<file path="src/hw/iac_pkg.sv">
// Purpose: constants and types for the abort cause and dma request block
// Assumes: byte addresses on a 32-bit AXI4-Lite bus, one word per register
// Notes:   all offsets, field positions and the dma, watermark, setup and control reset values live here
`default_nettype none

package iac_pkg;

  // register byte addresses
  localparam logic [31:0] ADDR_ABORT_CAUSE = 32'h5000_1580;
  localparam logic [31:0] ADDR_DMA_ENABLES = 32'h5000_1588;
  localparam logic [31:0] ADDR_TX_WMARK    = 32'h5000_158C;
  localparam logic [31:0] ADDR_RX_WMARK    = 32'h5000_1590;
  localparam logic [31:0] ADDR_SETUP_DELAY = 32'h5000_1594;
  localparam logic [31:0] ADDR_CONTROL     = 32'h5000_15C0;
  localparam logic [31:0] ADDR_IRQ_STATUS  = 32'h5000_15C4;
  localparam logic [31:0] ADDR_IRQ_MASK    = 32'h5000_15C8;

  // widths
  localparam int CAUSE_W = 16;
  localparam int LEVEL_W = 6;
  localparam int WMARK_W = 5;
  localparam int SETUP_W = 8;
  localparam int CTRL_W  = 5;
  localparam int IRQ_W   = 2;

  // abort cause bit positions
  localparam int CAUSE_SHORTADDR_NACK = 0;
  localparam int CAUSE_LONG1_NACK     = 1;
  localparam int CAUSE_LONG2_NACK     = 2;
  localparam int CAUSE_DATA_NACK      = 3;
  localparam int CAUSE_GCALL_NACK     = 4;
  localparam int CAUSE_GCALL_READ     = 5;
  localparam int CAUSE_HS_ACKED       = 6;
  localparam int CAUSE_SBYTE_ACKED    = 7;
  localparam int CAUSE_HS_NORESTART   = 8;
  localparam int CAUSE_SBYTE_NORST    = 9;
  localparam int CAUSE_LONGRD_NORST   = 10;
  localparam int CAUSE_BUS_LOST       = 12;
  localparam int CAUSE_SLAVE_FLUSH    = 13;
  localparam int CAUSE_SLAVE_LOST     = 14;
  // bits whose software clear beats a simultaneous set
  localparam logic [15:0] CAUSE_CLEAR_WINS = 16'h0200;

  // dma enable bits
  localparam int DMA_RX_ON = 0;
  localparam int DMA_TX_ON = 1;

  // control register bits
  localparam int CTRL_RESTART_ALLOW = 0;
  localparam int CTRL_CMD_SELECT_A  = 1;
  localparam int CTRL_GCALL_OR_SB   = 2;
  localparam int CTRL_LONG_ADDR     = 3;
  localparam int CTRL_HIGH_SPEED    = 4;

  // interrupt status / mask bits
  localparam int IRQ_ABORT    = 0;
  localparam int IRQ_BUS_LOST = 1;

  // reset values
  localparam logic [SETUP_W-1:0] SETUP_RESET = 8'h64;
  localparam logic [1:0]         DMA_RESET   = 2'h0;
  localparam logic [WMARK_W-1:0] WMARK_RESET = 5'h00;
  localparam logic [CTRL_W-1:0]  CTRL_RESET  = 5'h00;

  // bus responses
  localparam logic [1:0] RESP_OKAY   = 2'h0;
  localparam logic [1:0] RESP_SLVERR = 2'h2;

  // kind of acknowledge slot announced by the bus sequencer
  typedef enum logic [2:0] {
    ACK_ADDR7       = 3'b000,
    ACK_ADDR10_ONE  = 3'b001,
    ACK_ADDR10_TWO  = 3'b010,
    ACK_DATA        = 3'b011,
    ACK_GCALL       = 3'b100,
    ACK_STARTBYTE   = 3'b101,
    ACK_HS_CODE     = 3'b110,
    ACK_NONE        = 3'b111
  } iac_ack_kind_t;

endpackage

`default_nettype wire

</file>
<file path="src/hw/iac_abort_dma.sv">
// Purpose: transmit abort cause capture and fifo dma request generation
// Assumes: one clock i_clock, async high reset, bus sequencer on same clock
// Notes:   scl/sda pins are synchronised and sampled here for ack slots
`timescale 1ns/100ps
`default_nettype none

module iac_abort_dma
  import iac_pkg::*;
(
  // clock and reset
  input  wire logic                 i_clock,
  input  wire logic                 i_rst,
  // axi4-lite write address
  input  wire logic                 s_axi_awvalid,
  output logic                      s_axi_awready,
  input  wire logic [31:0]          s_axi_awaddr,
  input  wire logic [2:0]           s_axi_awprot,
  // axi4-lite write data
  input  wire logic                 s_axi_wvalid,
  output logic                      s_axi_wready,
  input  wire logic [31:0]          s_axi_wdata,
  input  wire logic [3:0]           s_axi_wstrb,
  // axi4-lite write response
  output logic                      s_axi_bvalid,
  input  wire logic                 s_axi_bready,
  output logic [1:0]                s_axi_bresp,
  // axi4-lite read address
  input  wire logic                 s_axi_arvalid,
  output logic                      s_axi_arready,
  input  wire logic [31:0]          s_axi_araddr,
  input  wire logic [2:0]           s_axi_arprot,
  // axi4-lite read data
  output logic                      s_axi_rvalid,
  input  wire logic                 s_axi_rready,
  output logic [31:0]               s_axi_rdata,
  output logic [1:0]                s_axi_rresp,
  // bus pins, sampled only
  input  wire logic                 i_scl,
  input  wire logic                 i_sda,
  // bus sequencer status
  input  wire logic                 i_master_mode,
  input  wire logic                 i_master_start,
  input  wire logic                 i_cmd_read,
  input  wire logic                 i_cmd_pop,
  input  wire logic                 i_cmd_word_bit9,
  input  wire logic                 i_ack_phase,
  input  wire iac_ack_kind_t        i_ack_kind,
  input  wire logic                 i_bus_lost_flag,
  input  wire logic                 i_slv_bus_lost_flag,
  input  wire logic                 i_slv_read_req,
  // fifo levels
  input  wire logic [LEVEL_W-1:0]   i_tx_level,
  input  wire logic [LEVEL_W-1:0]   i_rx_level,
  // outputs to fifo, dma and cpu
  output logic                      o_tx_flush,
  output logic                      o_tx_dma_req,
  output logic                      o_rx_dma_req,
  output logic [SETUP_W-1:0]        o_setup_delay,
  output logic [CTRL_W-1:0]         o_control,
  output logic                      o_irq
);

  logic [CAUSE_W-1:0] cause;
  logic [CAUSE_W-1:0] next_set;
  logic [1:0]         dma_on;
  logic [WMARK_W-1:0] tx_wm;
  logic [WMARK_W-1:0] rx_wm;
  logic [SETUP_W-1:0] setup_delay;
  logic [CTRL_W-1:0]  ctrl;
  logic [IRQ_W-1:0]   irq_stat;
  logic [IRQ_W-1:0]   irq_mask;
  logic [2:0]         scl_sync;
  logic [1:0]         sda_sync;
  logic               scl_rise;
  logic               sda_high;
  logic               ack_eval;
  logic               restart_on;
  logic               gcall_mode;
  logic               sbyte_mode;
  logic               tx_pending;
  logic               aw_held;
  logic               w_held;
  logic [31:0]        aw_addr;
  logic [31:0]        w_data;
  logic [3:0]         w_strb;
  logic               do_write;
  logic               lane0;
  logic               abort_ack;
  logic [31:0]        next_rdata;
  logic [1:0]         next_rresp;

  // pin synchronisers; first stage feeds only the second
  always_ff @(posedge i_clock or posedge i_rst) begin
    if (i_rst) begin
      scl_sync <= 3'h7;
      sda_sync <= 2'h3;
    end else begin
      scl_sync <= {scl_sync[1:0], i_scl};
      sda_sync <= {sda_sync[0], i_sda};
    end
  end

  // scl rising edge and sampled data level
  assign scl_rise = scl_sync[1] & ~scl_sync[2];
  assign sda_high = sda_sync[1];
  assign ack_eval = scl_rise & i_ack_phase & i_master_mode;

  // configuration decodes
  assign restart_on = ctrl[CTRL_RESTART_ALLOW];
  assign gcall_mode = ctrl[CTRL_CMD_SELECT_A] & ~ctrl[CTRL_GCALL_OR_SB];
  assign sbyte_mode = ctrl[CTRL_CMD_SELECT_A] & ctrl[CTRL_GCALL_OR_SB];
  assign tx_pending = (i_tx_level != '0);

  // abort causes detected this cycle
  always_comb begin
    next_set = '0;
    next_set[CAUSE_LONGRD_NORST] = i_master_start & ~restart_on
      & ctrl[CTRL_LONG_ADDR] & i_cmd_read;
    next_set[CAUSE_SBYTE_NORST] = ~restart_on & sbyte_mode
      & tx_pending;
    next_set[CAUSE_HS_NORESTART] = i_master_start & ~restart_on
      & ctrl[CTRL_HIGH_SPEED];
    next_set[CAUSE_SBYTE_ACKED] = ack_eval
      & (i_ack_kind == ACK_STARTBYTE) & ~sda_high;
    next_set[CAUSE_HS_ACKED] = ack_eval
      & (i_ack_kind == ACK_HS_CODE) & ~sda_high;
    next_set[CAUSE_GCALL_READ] = i_master_mode & gcall_mode
      & i_cmd_pop & i_cmd_word_bit9;
    next_set[CAUSE_GCALL_NACK] = ack_eval
      & (i_ack_kind == ACK_GCALL) & sda_high;
    next_set[CAUSE_DATA_NACK] = ack_eval
      & (i_ack_kind == ACK_DATA) & sda_high;
    next_set[CAUSE_LONG2_NACK] = ack_eval
      & (i_ack_kind == ACK_ADDR10_TWO) & sda_high;
    next_set[CAUSE_LONG1_NACK] = ack_eval
      & (i_ack_kind == ACK_ADDR10_ONE) & sda_high;
    next_set[CAUSE_SHORTADDR_NACK] = ack_eval
      & (i_ack_kind == ACK_ADDR7) & sda_high;
    next_set[CAUSE_BUS_LOST] = i_bus_lost_flag | i_slv_bus_lost_flag;
    next_set[CAUSE_SLAVE_LOST] = i_slv_bus_lost_flag;
    next_set[CAUSE_SLAVE_FLUSH] = i_slv_read_req & tx_pending;
  end

  // abort cause register; set wins over clear except where noted
  always_ff @(posedge i_clock or posedge i_rst) begin
    if (i_rst) begin
      cause <= '0;
    end else if (abort_ack) begin
      cause <= next_set & ~CAUSE_CLEAR_WINS;
    end else begin
      cause <= cause | next_set;
    end
  end

  // sticky event bits, cleared by writing one
  always_ff @(posedge i_clock or posedge i_rst) begin
    if (i_rst) begin
      irq_stat <= '0;
    end else begin
      irq_stat[IRQ_ABORT] <= (|next_set)
        | (irq_stat[IRQ_ABORT] & ~abort_ack);
      irq_stat[IRQ_BUS_LOST] <= next_set[CAUSE_BUS_LOST]
        | (irq_stat[IRQ_BUS_LOST]
           & ~(do_write && aw_addr == ADDR_IRQ_STATUS && lane0
               && w_data[IRQ_BUS_LOST]));
    end
  end

  // registered outputs: flush, dma requests and interrupt
  always_ff @(posedge i_clock or posedge i_rst) begin
    if (i_rst) begin
      o_tx_flush   <= 1'b0;
      o_tx_dma_req <= 1'b0;
      o_rx_dma_req <= 1'b0;
      o_irq        <= 1'b0;
    end else begin
      o_tx_flush   <= irq_stat[IRQ_ABORT];
      o_tx_dma_req <= dma_on[DMA_TX_ON]
        && ({1'b0, tx_wm} >= i_tx_level);
      o_rx_dma_req <= dma_on[DMA_RX_ON]
        && (i_rx_level >= ({1'b0, rx_wm} + 6'h01));
      o_irq        <= |(irq_stat & irq_mask);
    end
  end

  // write channel capture; address and data taken in either order
  assign s_axi_awready = ~aw_held & ~s_axi_bvalid;
  assign s_axi_wready  = ~w_held & ~s_axi_bvalid;
  assign do_write      = aw_held & w_held & ~s_axi_bvalid;
  assign lane0         = w_strb[0];
  assign abort_ack     = do_write && aw_addr == ADDR_IRQ_STATUS
                         && lane0 && w_data[IRQ_ABORT];

  always_ff @(posedge i_clock or posedge i_rst) begin
    if (i_rst) begin
      aw_held <= 1'b0;
      w_held  <= 1'b0;
      aw_addr <= '0;
      w_data  <= '0;
      w_strb  <= '0;
    end else begin
      if (s_axi_awvalid && s_axi_awready) begin
        aw_held <= 1'b1;
        aw_addr <= s_axi_awaddr;
      end else if (do_write) begin
        aw_held <= 1'b0;
      end
      if (s_axi_wvalid && s_axi_wready) begin
        w_held <= 1'b1;
        w_data <= s_axi_wdata;
        w_strb <= s_axi_wstrb;
      end else if (do_write) begin
        w_held <= 1'b0;
      end
    end
  end

  // write response
  always_ff @(posedge i_clock or posedge i_rst) begin
    if (i_rst) begin
      s_axi_bvalid <= 1'b0;
      s_axi_bresp  <= RESP_OKAY;
    end else if (do_write) begin
      s_axi_bvalid <= 1'b1;
      case (aw_addr)
        ADDR_ABORT_CAUSE, ADDR_DMA_ENABLES, ADDR_TX_WMARK,
        ADDR_RX_WMARK, ADDR_SETUP_DELAY, ADDR_CONTROL,
        ADDR_IRQ_STATUS, ADDR_IRQ_MASK: s_axi_bresp <= RESP_OKAY;
        default: s_axi_bresp <= RESP_SLVERR;
      endcase
    end else if (s_axi_bready) begin
      s_axi_bvalid <= 1'b0;
    end
  end

  // software written configuration, all in byte lane 0
  always_ff @(posedge i_clock or posedge i_rst) begin
    if (i_rst) begin
      dma_on      <= DMA_RESET;
      tx_wm       <= WMARK_RESET;
      rx_wm       <= WMARK_RESET;
      setup_delay <= SETUP_RESET;
      ctrl        <= CTRL_RESET;
      irq_mask    <= '0;
    end else if (do_write && lane0) begin
      case (aw_addr)
        ADDR_DMA_ENABLES: dma_on      <= w_data[1:0];
        ADDR_TX_WMARK:    tx_wm       <= w_data[WMARK_W-1:0];
        ADDR_RX_WMARK:    rx_wm       <= w_data[WMARK_W-1:0];
        ADDR_SETUP_DELAY: setup_delay <= w_data[SETUP_W-1:0];
        ADDR_CONTROL:     ctrl        <= w_data[CTRL_W-1:0];
        ADDR_IRQ_MASK:    irq_mask    <= w_data[IRQ_W-1:0];
        default:          ctrl        <= ctrl;
      endcase
    end
  end

  assign o_setup_delay = setup_delay;
  assign o_control     = ctrl;

  // read data selection; reserved bits read zero
  always_comb begin
    next_rdata = '0;
    next_rresp = RESP_OKAY;
    case (s_axi_araddr)
      ADDR_ABORT_CAUSE: next_rdata[CAUSE_W-1:0] = cause;
      ADDR_DMA_ENABLES: next_rdata[1:0] = dma_on;
      ADDR_TX_WMARK:    next_rdata[WMARK_W-1:0] = tx_wm;
      ADDR_RX_WMARK:    next_rdata[WMARK_W-1:0] = rx_wm;
      ADDR_SETUP_DELAY: next_rdata[SETUP_W-1:0] = setup_delay;
      ADDR_CONTROL:     next_rdata[CTRL_W-1:0] = ctrl;
      ADDR_IRQ_STATUS:  next_rdata[IRQ_W-1:0] = irq_stat;
      ADDR_IRQ_MASK:    next_rdata[IRQ_W-1:0] = irq_mask;
      default:          next_rresp = RESP_SLVERR;
    endcase
  end

  // read channel: one read at a time
  assign s_axi_arready = ~s_axi_rvalid;

  always_ff @(posedge i_clock or posedge i_rst) begin
    if (i_rst) begin
      s_axi_rvalid <= 1'b0;
      s_axi_rdata  <= '0;
      s_axi_rresp  <= RESP_OKAY;
    end else if (s_axi_arvalid && s_axi_arready) begin
      s_axi_rvalid <= 1'b1;
      s_axi_rdata  <= next_rdata;
      s_axi_rresp  <= next_rresp;
    end else if (s_axi_rready) begin
      s_axi_rvalid <= 1'b0;
    end
  end

  // checks on the captured causes and requests
  property p_longrd;
    @(posedge i_clock) disable iff (i_rst)
    (i_master_start && !restart_on && ctrl[CTRL_LONG_ADDR] && i_cmd_read)
      |=> cause[CAUSE_LONGRD_NORST] ##1 cause[CAUSE_LONGRD_NORST];
  endproperty
  a_longrd: assert property (p_longrd)
    else $error("10-bit read without restart not flagged");

  property p_sbyte_reassert;
    @(posedge i_clock) disable iff (i_rst)
    (abort_ack && !restart_on && sbyte_mode && tx_pending
      && $stable(ctrl))
      |=> !cause[CAUSE_SBYTE_NORST] ##1 cause[CAUSE_SBYTE_NORST];
  endproperty
  a_sbyte_reassert: assert property (p_sbyte_reassert)
    else $error("start byte cause did not drop then return");

  property p_addr7_nack;
    @(posedge i_clock) disable iff (i_rst)
    (ack_eval && i_ack_kind == ACK_ADDR7 && sda_high)
      |=> cause[CAUSE_SHORTADDR_NACK] && irq_stat[IRQ_ABORT];
  endproperty
  a_addr7_nack: assert property (p_addr7_nack)
    else $error("7-bit address nack not flagged");

  property p_slave_lost;
    @(posedge i_clock) disable iff (i_rst)
    i_slv_bus_lost_flag |=> cause[CAUSE_BUS_LOST] && cause[CAUSE_SLAVE_LOST];
  endproperty
  a_slave_lost: assert property (p_slave_lost)
    else $error("slave bus loss missing bit 12 or 14");

  property p_flush;
    @(posedge i_clock) disable iff (i_rst)
    (i_slv_read_req && tx_pending)
      |=> cause[CAUSE_SLAVE_FLUSH] ##1 o_tx_flush;
  endproperty
  a_flush: assert property (p_flush)
    else $error("slave read with tx data did not flush");

  property p_abort_held;
    @(posedge i_clock) disable iff (i_rst)
    (|next_set) ##1 (!abort_ack)[*2] |-> o_tx_flush;
  endproperty
  a_abort_held: assert property (p_abort_held)
    else $error("abort event not held until acknowledged");

  property p_tx_dma;
    @(posedge i_clock) disable iff (i_rst)
    ##1 (o_tx_dma_req == ($past(dma_on[DMA_TX_ON])
      && ($past(i_tx_level) <= {1'b0, $past(tx_wm)})));
  endproperty
  a_tx_dma: assert property (p_tx_dma)
    else $error("tx dma request wrong for level");

  property p_rx_dma;
    @(posedge i_clock) disable iff (i_rst)
    ##1 (o_rx_dma_req == ($past(dma_on[DMA_RX_ON])
      && ($past(i_rx_level) > {1'b0, $past(rx_wm)})));
  endproperty
  a_rx_dma: assert property (p_rx_dma)
    else $error("rx dma request wrong for level");

  property p_data_nack;
    @(posedge i_clock) disable iff (i_rst)
    (!i_master_mode && !cause[CAUSE_DATA_NACK] && !abort_ack)
      |=> !cause[CAUSE_DATA_NACK];
  endproperty
  a_data_nack: assert property (p_data_nack)
    else $error("data nack flagged outside master mode");

endmodule // iac_abort_dma

`default_nettype wire

</file>
<file path="config.mk">
export PLATFORM = sky130hd
export DESIGN_NAME = iac_abort_dma
export DESIGN_NICKNAME = d
export VERILOG_FILES = /design/src/hw/iac_pkg.sv /design/src/hw/iac_abort_dma.sv
export SDC_FILE = /design/constraint.sdc
export NUM_CORES = 1
export LEC_CHECK = 0
export ABC_CLOCK_PERIOD_IN_PS = 2900
export BUFFER_PORTS_ARGS = -buffer_cell sky130_fd_sc_hd__buf_2
export CAP_MARGIN = 5
export CELL_PAD_IN_SITES_DETAIL_PLACEMENT = 0
export CELL_PAD_IN_SITES_GLOBAL_PLACEMENT = 1
export CORE_MARGIN = 2
export CORE_UTILIZATION = 35
export CTS_CLUSTER_SIZE = 10
export DETAILED_ROUTE_END_ITERATION = 7
export PLACE_DENSITY_LB_ADDON = 0.1
export SYNTH_ARGS = -nofsm -noshare
export SYNTH_HDL_FRONTEND = slang
export SYNTH_SLANG_ARGS = --single-unit
export TNS_END_PERCENT = 1
</file>
<file path="constraint.sdc">
create_clock -name i_clock -period 2.9 [get_ports i_clock]
set_input_delay 0 -clock i_clock [delete_from_list [all_inputs] [get_ports i_clock]]
set_output_delay 0 -clock i_clock [all_outputs]
set_load 0.01 [all_outputs]
</file>
==> impl_metrics.tcl, run 1 <==
set metrics [dict create \
    synthTopCellsByArea "dfrtp_1, mux2_2, dfstp_2" \
    worst_pin_slew_ns 0.856 \
    port-buffer-count 145 \
    pwr-share-comb 0.181 \
    peakVddDrop_v 0.000469 \
    min_path_type "primary input to flop" \
    worstSkewPairLatency_ns 0.41 \
    gr-usage-all-layers 0.169 \
    status "completed" \
    cts_sinks 114 \
    post-route-period-util 0.923 \
    synth_edf_count 0 \
    grt_pass1_vias 4166 \
    async_flop_share 1.00 \
    gp_congestion 0.762 \
    postCtsSetupBuffers 0 \
    yosys-top-cells-count "dfrtp_1, mux2_2, buf_4, nor2_1" \
    cts-root-buf "clkbuf_16" \
    yosysMostFrequentCell "dfrtp_1" \
    cts_made_buffers 17 \
    critPathCaptureType "flop" \
    fin_total_pwr_mw 5.23 \
    cp-start-kind "flop" \
    antennaDiodeCount 0 \
    power.switching_mw 1.34 \
    synth.distinct_cells 54 \
    cts_tree "yes" \
    cts.clk_slew.worst_paths_ns 0.05 \
    worstSetupPathType "flop to flop" \
    dp_hpwl_mm 9.70 \
    fin_crit_ns 2.68 \
    fin_nets 802 \
    pre_cts_ws_ns 0.535 \
    slew_headroom 0.428 \
    area_delta_synth_final_pct 39.1 \
    start_util 0.355 \
    placementRows 45 \
    yosys.area.top_type "dfrtp_1" \
    synthesis.area_mm2 0.00535 \
    drv_cap 0 \
    io-pin-count 197 \
    hold_violations 0 \
    power_frac_clock 0.393 \
    drive_above_1_share 0.410 \
    via_count 4176 \
    antenna_found_initial 0 \
    postRouteAntennaNets 0 \
    p_seq_frac 0.426 \
    power_switching_share 0.257 \
    die-area_mm2 0.0163 \
    ys.flop_type "dfrtp_1" \
    synthCells 435 \
    cp_max_fo 14 \
    cts_max_path_buffers 2 \
    syn_area_per_cell_um2 12.3 \
    post-route-util 0.493 \
    rsz0062_at_grt "no" \
    p_leak_nw 3.55 \
    first_pass_iters 4 \
    setup_slack_ns 0.223 \
    grt_max_degree 78 \
    grt_pass1_wl_mm 21.1 \
    synth_top_area_frac 0.496 \
    finalSetupViolCount 0 \
    fin_tns_setup_ns 0 \
    wire_per_inst_um 15.6 \
    powerDensity_mw_per_mm2 703 \
    viasPerCell 4.90 \
    dr.first_iter.drc_count 175 \
    drt_wl_total_mm 13.3 \
    htreeDepth 4 \
    fmax_mhz 374 \
    die_w_um 128 \
    drc 0 \
    grt_overflow_total 0 \
    finClkSkew_ns 0.00745 \
    synth-seq-area-share 0.535 \
    cp.required_ns 3.19 \
    nFillCells 1389 \
    synth-seq-cells 114 \
    internal_power_mw 3.89 \
    yosysWarnings 0 \
    crit_arrival_ns 2.96 \
    die_h_um 128 \
    core-area_mm2 0.0151 \
    slew_violations 0 \
]
-- area by class of cell --
class,instances,area (um^2),share of cell area
Clock buffer,27,513,0.0689
Clock inverter,5,75.1,0.0101
Inverter,16,63.8,0.00857
Multi-Input combinational cell,291,2310,0.311
Sequential cell,114,2860,0.384
Tap cell,188,235,0.0316
Timing Repair Buffer,211,1380,0.186
-- registers in the layout, indices dropped and copies added, names as in the netlist, 3 cells and up --
name / count
w_data: 8
aw_addr: 32
scl_sync: 3
o_control: 5
s_axi_rdata: 15
o_setup_delay: 8
cause: 14
tx_wm: 5
rx_wm: 5
-- power by group through the flow --
stage / clock network, mW / registers, mW / logic, mW
floorplan: 0 / 2.17 / 0.684
detailed placement: 0 / 2.26 / 0.903
global placement: 0 / 2.25 / 0.877
CTS: 2.10 / 2.24 / 0.967
global route: 2.17 / 2.28 / 1.06
finish: 2.05 / 2.23 / 0.950
-- stage by stage --
| stage | hold slack (ns) | instance area, um^2 | cells |
|---|---|---|---|
| 2_1_floorplan | 0.00448 | 5420 | 452 |
| 3_3_place_gp | 0.106 | 6250 | 760 |
| 3_5_place_dp | 0.106 | 6250 | 760 |
| 4_1_cts | 0.000973 | 7440 | 852 |
| 5_1_grt | 0.0305 | 7450 | 852 |
| 6_report | 0.0143 | 7450 | 852 |
-- kinds of logic (layout without fill, tap and decap cells) --
| logic type | after synthesis | after routing | share of synthesized area |
|---|---|---|---|
| simple gates | 109 | 109 | 0.126 |
| mux | 74 | 74 | 0.156 |
| compound gates | 73 | 73 | 0.0998 |
| other cells | 1 | 18 | 0.000701 |
| fa+ha+maj | 12 | 12 | 0.0280 |
| flops | 114 | 114 | 0.535 |
| buf+inv | 47 | 259 | 0.0465 |
| xor+xnor | 5 | 5 | 0.00818 |
-- path summary, 6_finish.rpt --
| path | to | start | slack [ns] | cells past startpoint |
|---|---|---|---|---|
| max | cause[12] | s_axi_bvalid | 0.22 | 7 |
| min | s_axi_rdata[11] | s_axi_arvalid | 0.01 | 3 |
| max reg2reg | cause[12] | s_axi_bvalid | 0.22 | 7 |
| min reg2reg | sda_sync[1] | sda_sync[0] | 0.35 | 0 |
| max in group asynchronous | scl_sync[2] | i_rst | 1.69 | 4 |
| min in group asynchronous | aw_held | i_rst | 0.31 | 3 |
-- layer usage --
| metal | track usage | wire (um) |
|---|---|---|
| met5 | 0 | 0 |
| met4 | 0.0511 | 172 |
| met3 | 0.0509 | 771 |
| met2 | 0.289 | 6580 |
| met1 | 0.206 | 5790 |
-- cell usage in the layout, fill, tap and decap left out, types with 9 or more instances in the layout --
cell,count
buf_2,145
dfrtp_1,106
mux2_2,66
dlygate4sd3_1,60
nor2_1,19
conb_1,18
clkbuf_16,17
nand2_1,16
inv_1,15
o21ai_0,13
nor2b_1,12
a22o_1,12
ha_1,12
a21o_1,9
-- worst max-delay path, cell delays in order (launching register included) --
cell	delay, ns
dfrtp_1	0.43
nand3b_1	0.31
and4bb_2	0.40
nor3b_2	0.24
nand4_1	0.13
buf_4	0.21
a211o_1	0.29
dlygate4sd3_1	0.54
-- timing repair --
action	4_1_cts	5_1_grt
setup endpoints to repair	0	1
hold buffers	60	0
gates resized for setup	0	1
endpoints found under the hold margin	97	0
Power figures use the tool's default switching activity.
==> inputs of run 2 (changes only) <==
--- a/config.mk
+++ b/config.mk
@@ -10,6 +10,7 @@
 export CAP_MARGIN = 5
 export CELL_PAD_IN_SITES_DETAIL_PLACEMENT = 0
 export CELL_PAD_IN_SITES_GLOBAL_PLACEMENT = 1
+export CORE_ASPECT_RATIO = 0.9
 export CORE_MARGIN = 2
 export CORE_UTILIZATION = 35
 export CTS_CLUSTER_SIZE = 10
==> run 2 against run 1 <==
Effect of this change:
- sequential cell count is the same
- critical path depth unchanged
- routed wire length is 2.6% higher
- cell count is 1.5% higher
- largest power group unchanged
- sequential power about the same
- critical endpoint is now cause[3]
- fmax increased by 5.6%
- global-route usage up 0.67 points
- largest cell class unchanged
- critical path type unchanged
==> impl_metrics.tcl, run 2 (synthesis gave the netlist of run 1 again) <==
set metrics [dict create \
    min_delay_path_depth 4 \
    port-buffer-count 145 \
    antenna_found_initial 0 \
    largest_reg_flops 32 \
    power.switching_mw 1.39 \
    area_delta_synth_final_pct 39.6 \
    die-area_mm2 0.0163 \
    viasPerCell 4.82 \
    dp_hpwl_mm 9.92 \
    worstSetupPathType "flop to flop" \
    powerDensity_mw_per_mm2 700 \
    dr.first_iter.drc_count 214 \
    fmax_mhz 394 \
    pwr-share-comb 0.183 \
    start_util 0.361 \
    crit_arrival_ns 2.83 \
    via_count 4169 \
    gp_congestion 0.761 \
    layout_commonest_cell "buf_2" \
    cts_made_buffers 17 \
    rsz0062_at_grt "no" \
    drc 0 \
    slowest_stage "dlygate4sd3_1" \
    reg.largest.list "aw_addr (32), s_axi_rdata (15), cause (14)" \
    first_pass_iters 4 \
    crit_buf_inv 2 \
    grt_pass1_wl_mm 21.9 \
    cts_sinks 114 \
    cts_tree "yes" \
    place_area_mm2 0.00627 \
    power_switching_share 0.266 \
    antennaDiodeCount 0 \
    die_h_um 121 \
    drv_cap 0 \
    finalSetupViolCount 0 \
    rr_worst_depth 7 \
    critPathTopFamily "simple AND/OR/NAND/NOR gates" \
    p_seq_frac 0.429 \
    critPathCaptureType "flop" \
    fin_crit_ns 2.54 \
    power_frac_clock 0.388 \
    nFillCells 1397 \
    max_stage_delay_ns 0.54 \
    grt_max_degree 75 \
    status "completed" \
    hold_violations 0 \
    wire_per_inst_um 15.8 \
    hp-start "i_rx_level[2]" \
    postCtsSetupBuffers 0 \
    htreeDepth 4 \
    cp-start-kind "flop" \
    p_leak_nw 3.56 \
    postRouteAntennaNets 0 \
    worst_pin_slew_ns 0.901 \
    reg2reg_setup_slack_ns 0.36 \
    rr_endpoint "cause[3]" \
    internal_power_mw 3.84 \
    fin_nets 805 \
    cp_max_fo 14 \
    ctsHoldBuffers 62 \
    hold_slack_ns 0.0235 \
    grt_pass1_vias 4270 \
    gr-usage-all-layers 0.176 \
    worstSkewPairLatency_ns 0.41 \
    peakVddDrop_v 0.000513 \
    fin_tns_setup_ns 0 \
    regMostFlops "aw_addr" \
    cts.clk_slew.worst_paths_ns 0.06 \
    drt_wl_total_mm 13.7 \
    cts_resized 0 \
    cp.required_ns 3.19 \
    post-route-period-util 0.874 \
    die_w_um 134 \
    placementRows 42 \
    finalInstanceArea_mm2 0.00747 \
    rr_startpoint "s_axi_bvalid" \
    hold_end "o_rx_dma_req" \
    cts_max_path_buffers 2 \
    slew_violations 0 \
    cts-root-buf "clkbuf_16" \
    final_cell_mix "buf_2, dfrtp_1, mux2_2" \
    startpoint "s_axi_bvalid" \
    slew_headroom 0.398 \
    finClkSkew_ns 0.00837 \
    core-area_mm2 0.0148 \
    io-pin-count 197 \
    min_path_type "primary input to flop" \
    drive_above_1_share 0.414 \
    crit_chain "nand3b_1, and4bb_2, nor3b_2, nand4_1, buf_4, o2bb2ai_1, dlygate4sd3_1" \
    grt_overflow_total 0 \
]
[run 2: changes by cell type in the layout (fill, tap and decap cells not counted), sizes merged]
cell,delta
clkbuf,-6
clkinv,+4
clkinvlp,+2
dlygate4sd3,+2
buf,+1
[run 2: power by group through the flow]
stage	combinational, mW	clock, mW	sequential (mW)
finish	0.958	2.03	2.24
detailed placement	0.907	0	2.27
CTS	0.972	2.08	2.25
floorplan	0.684	0	2.17
global placement	0.875	0	2.25
global route	1.06	2.16	2.29
[run 2: how the worst max path moves through the flow]
stage / end / slack [ns] / depth (start not counted)
floorplan: irq_mask[0] / 0.87 / 4
detailed placement: o_setup_delay[3] / 0.54 / 5
global placement: o_setup_delay[4] / 0.56 / 5
global route: cause[3] / 0.20 / 7
finish: cause[3] / 0.36 / 7
CTS: cause[3] / 0.34 / 7
[run 2: routing by layer]
metal  up-vias  wire length, um  GRT usage  part of all wire
met2       142             6550      0.286              0.48
met5         -                0          0                 0
met3        15              850     0.0489             0.062
met4         0              214     0.0632             0.016
met1      2009             6050      0.224              0.44
li1       2003                -          -                 -
[run 2: tightest hold or removal path, stage by stage]
cell and delay, ns:
buf_2 0.08, ha_1 0.12, a21oi_1 0.06, o21ai_0 0.15
[run 2: metrics by stage]
stage / cells / worst slack [ns] / total power [mW] / utilization
after detailed placement: 771 / 0.537 / 3.18 / 0.423
after global routing: 865 / 0.198 / 5.51 / 0.504
after CTS: 865 / 0.343 / 5.30 / 0.504
after floorplan: 452 / 0.868 / 2.86 / -
final: 865 / 0.365 / 5.23 / 0.504
after global placement: 771 / 0.564 / 3.13 / 0.423
[run 2: final cells by class]
type | instances | area (um^2) | share of cell area
Clock buffer | 21 | 470 | 0.0629
Clock inverter | 11 | 110 | 0.0147
Inverter | 16 | 63.8 | 0.00854
Multi-Input combinational cell | 291 | 2310 | 0.309
Sequential cell | 114 | 2860 | 0.383
Tap cell | 198 | 248 | 0.0331
Timing Repair Buffer | 214 | 1410 | 0.189
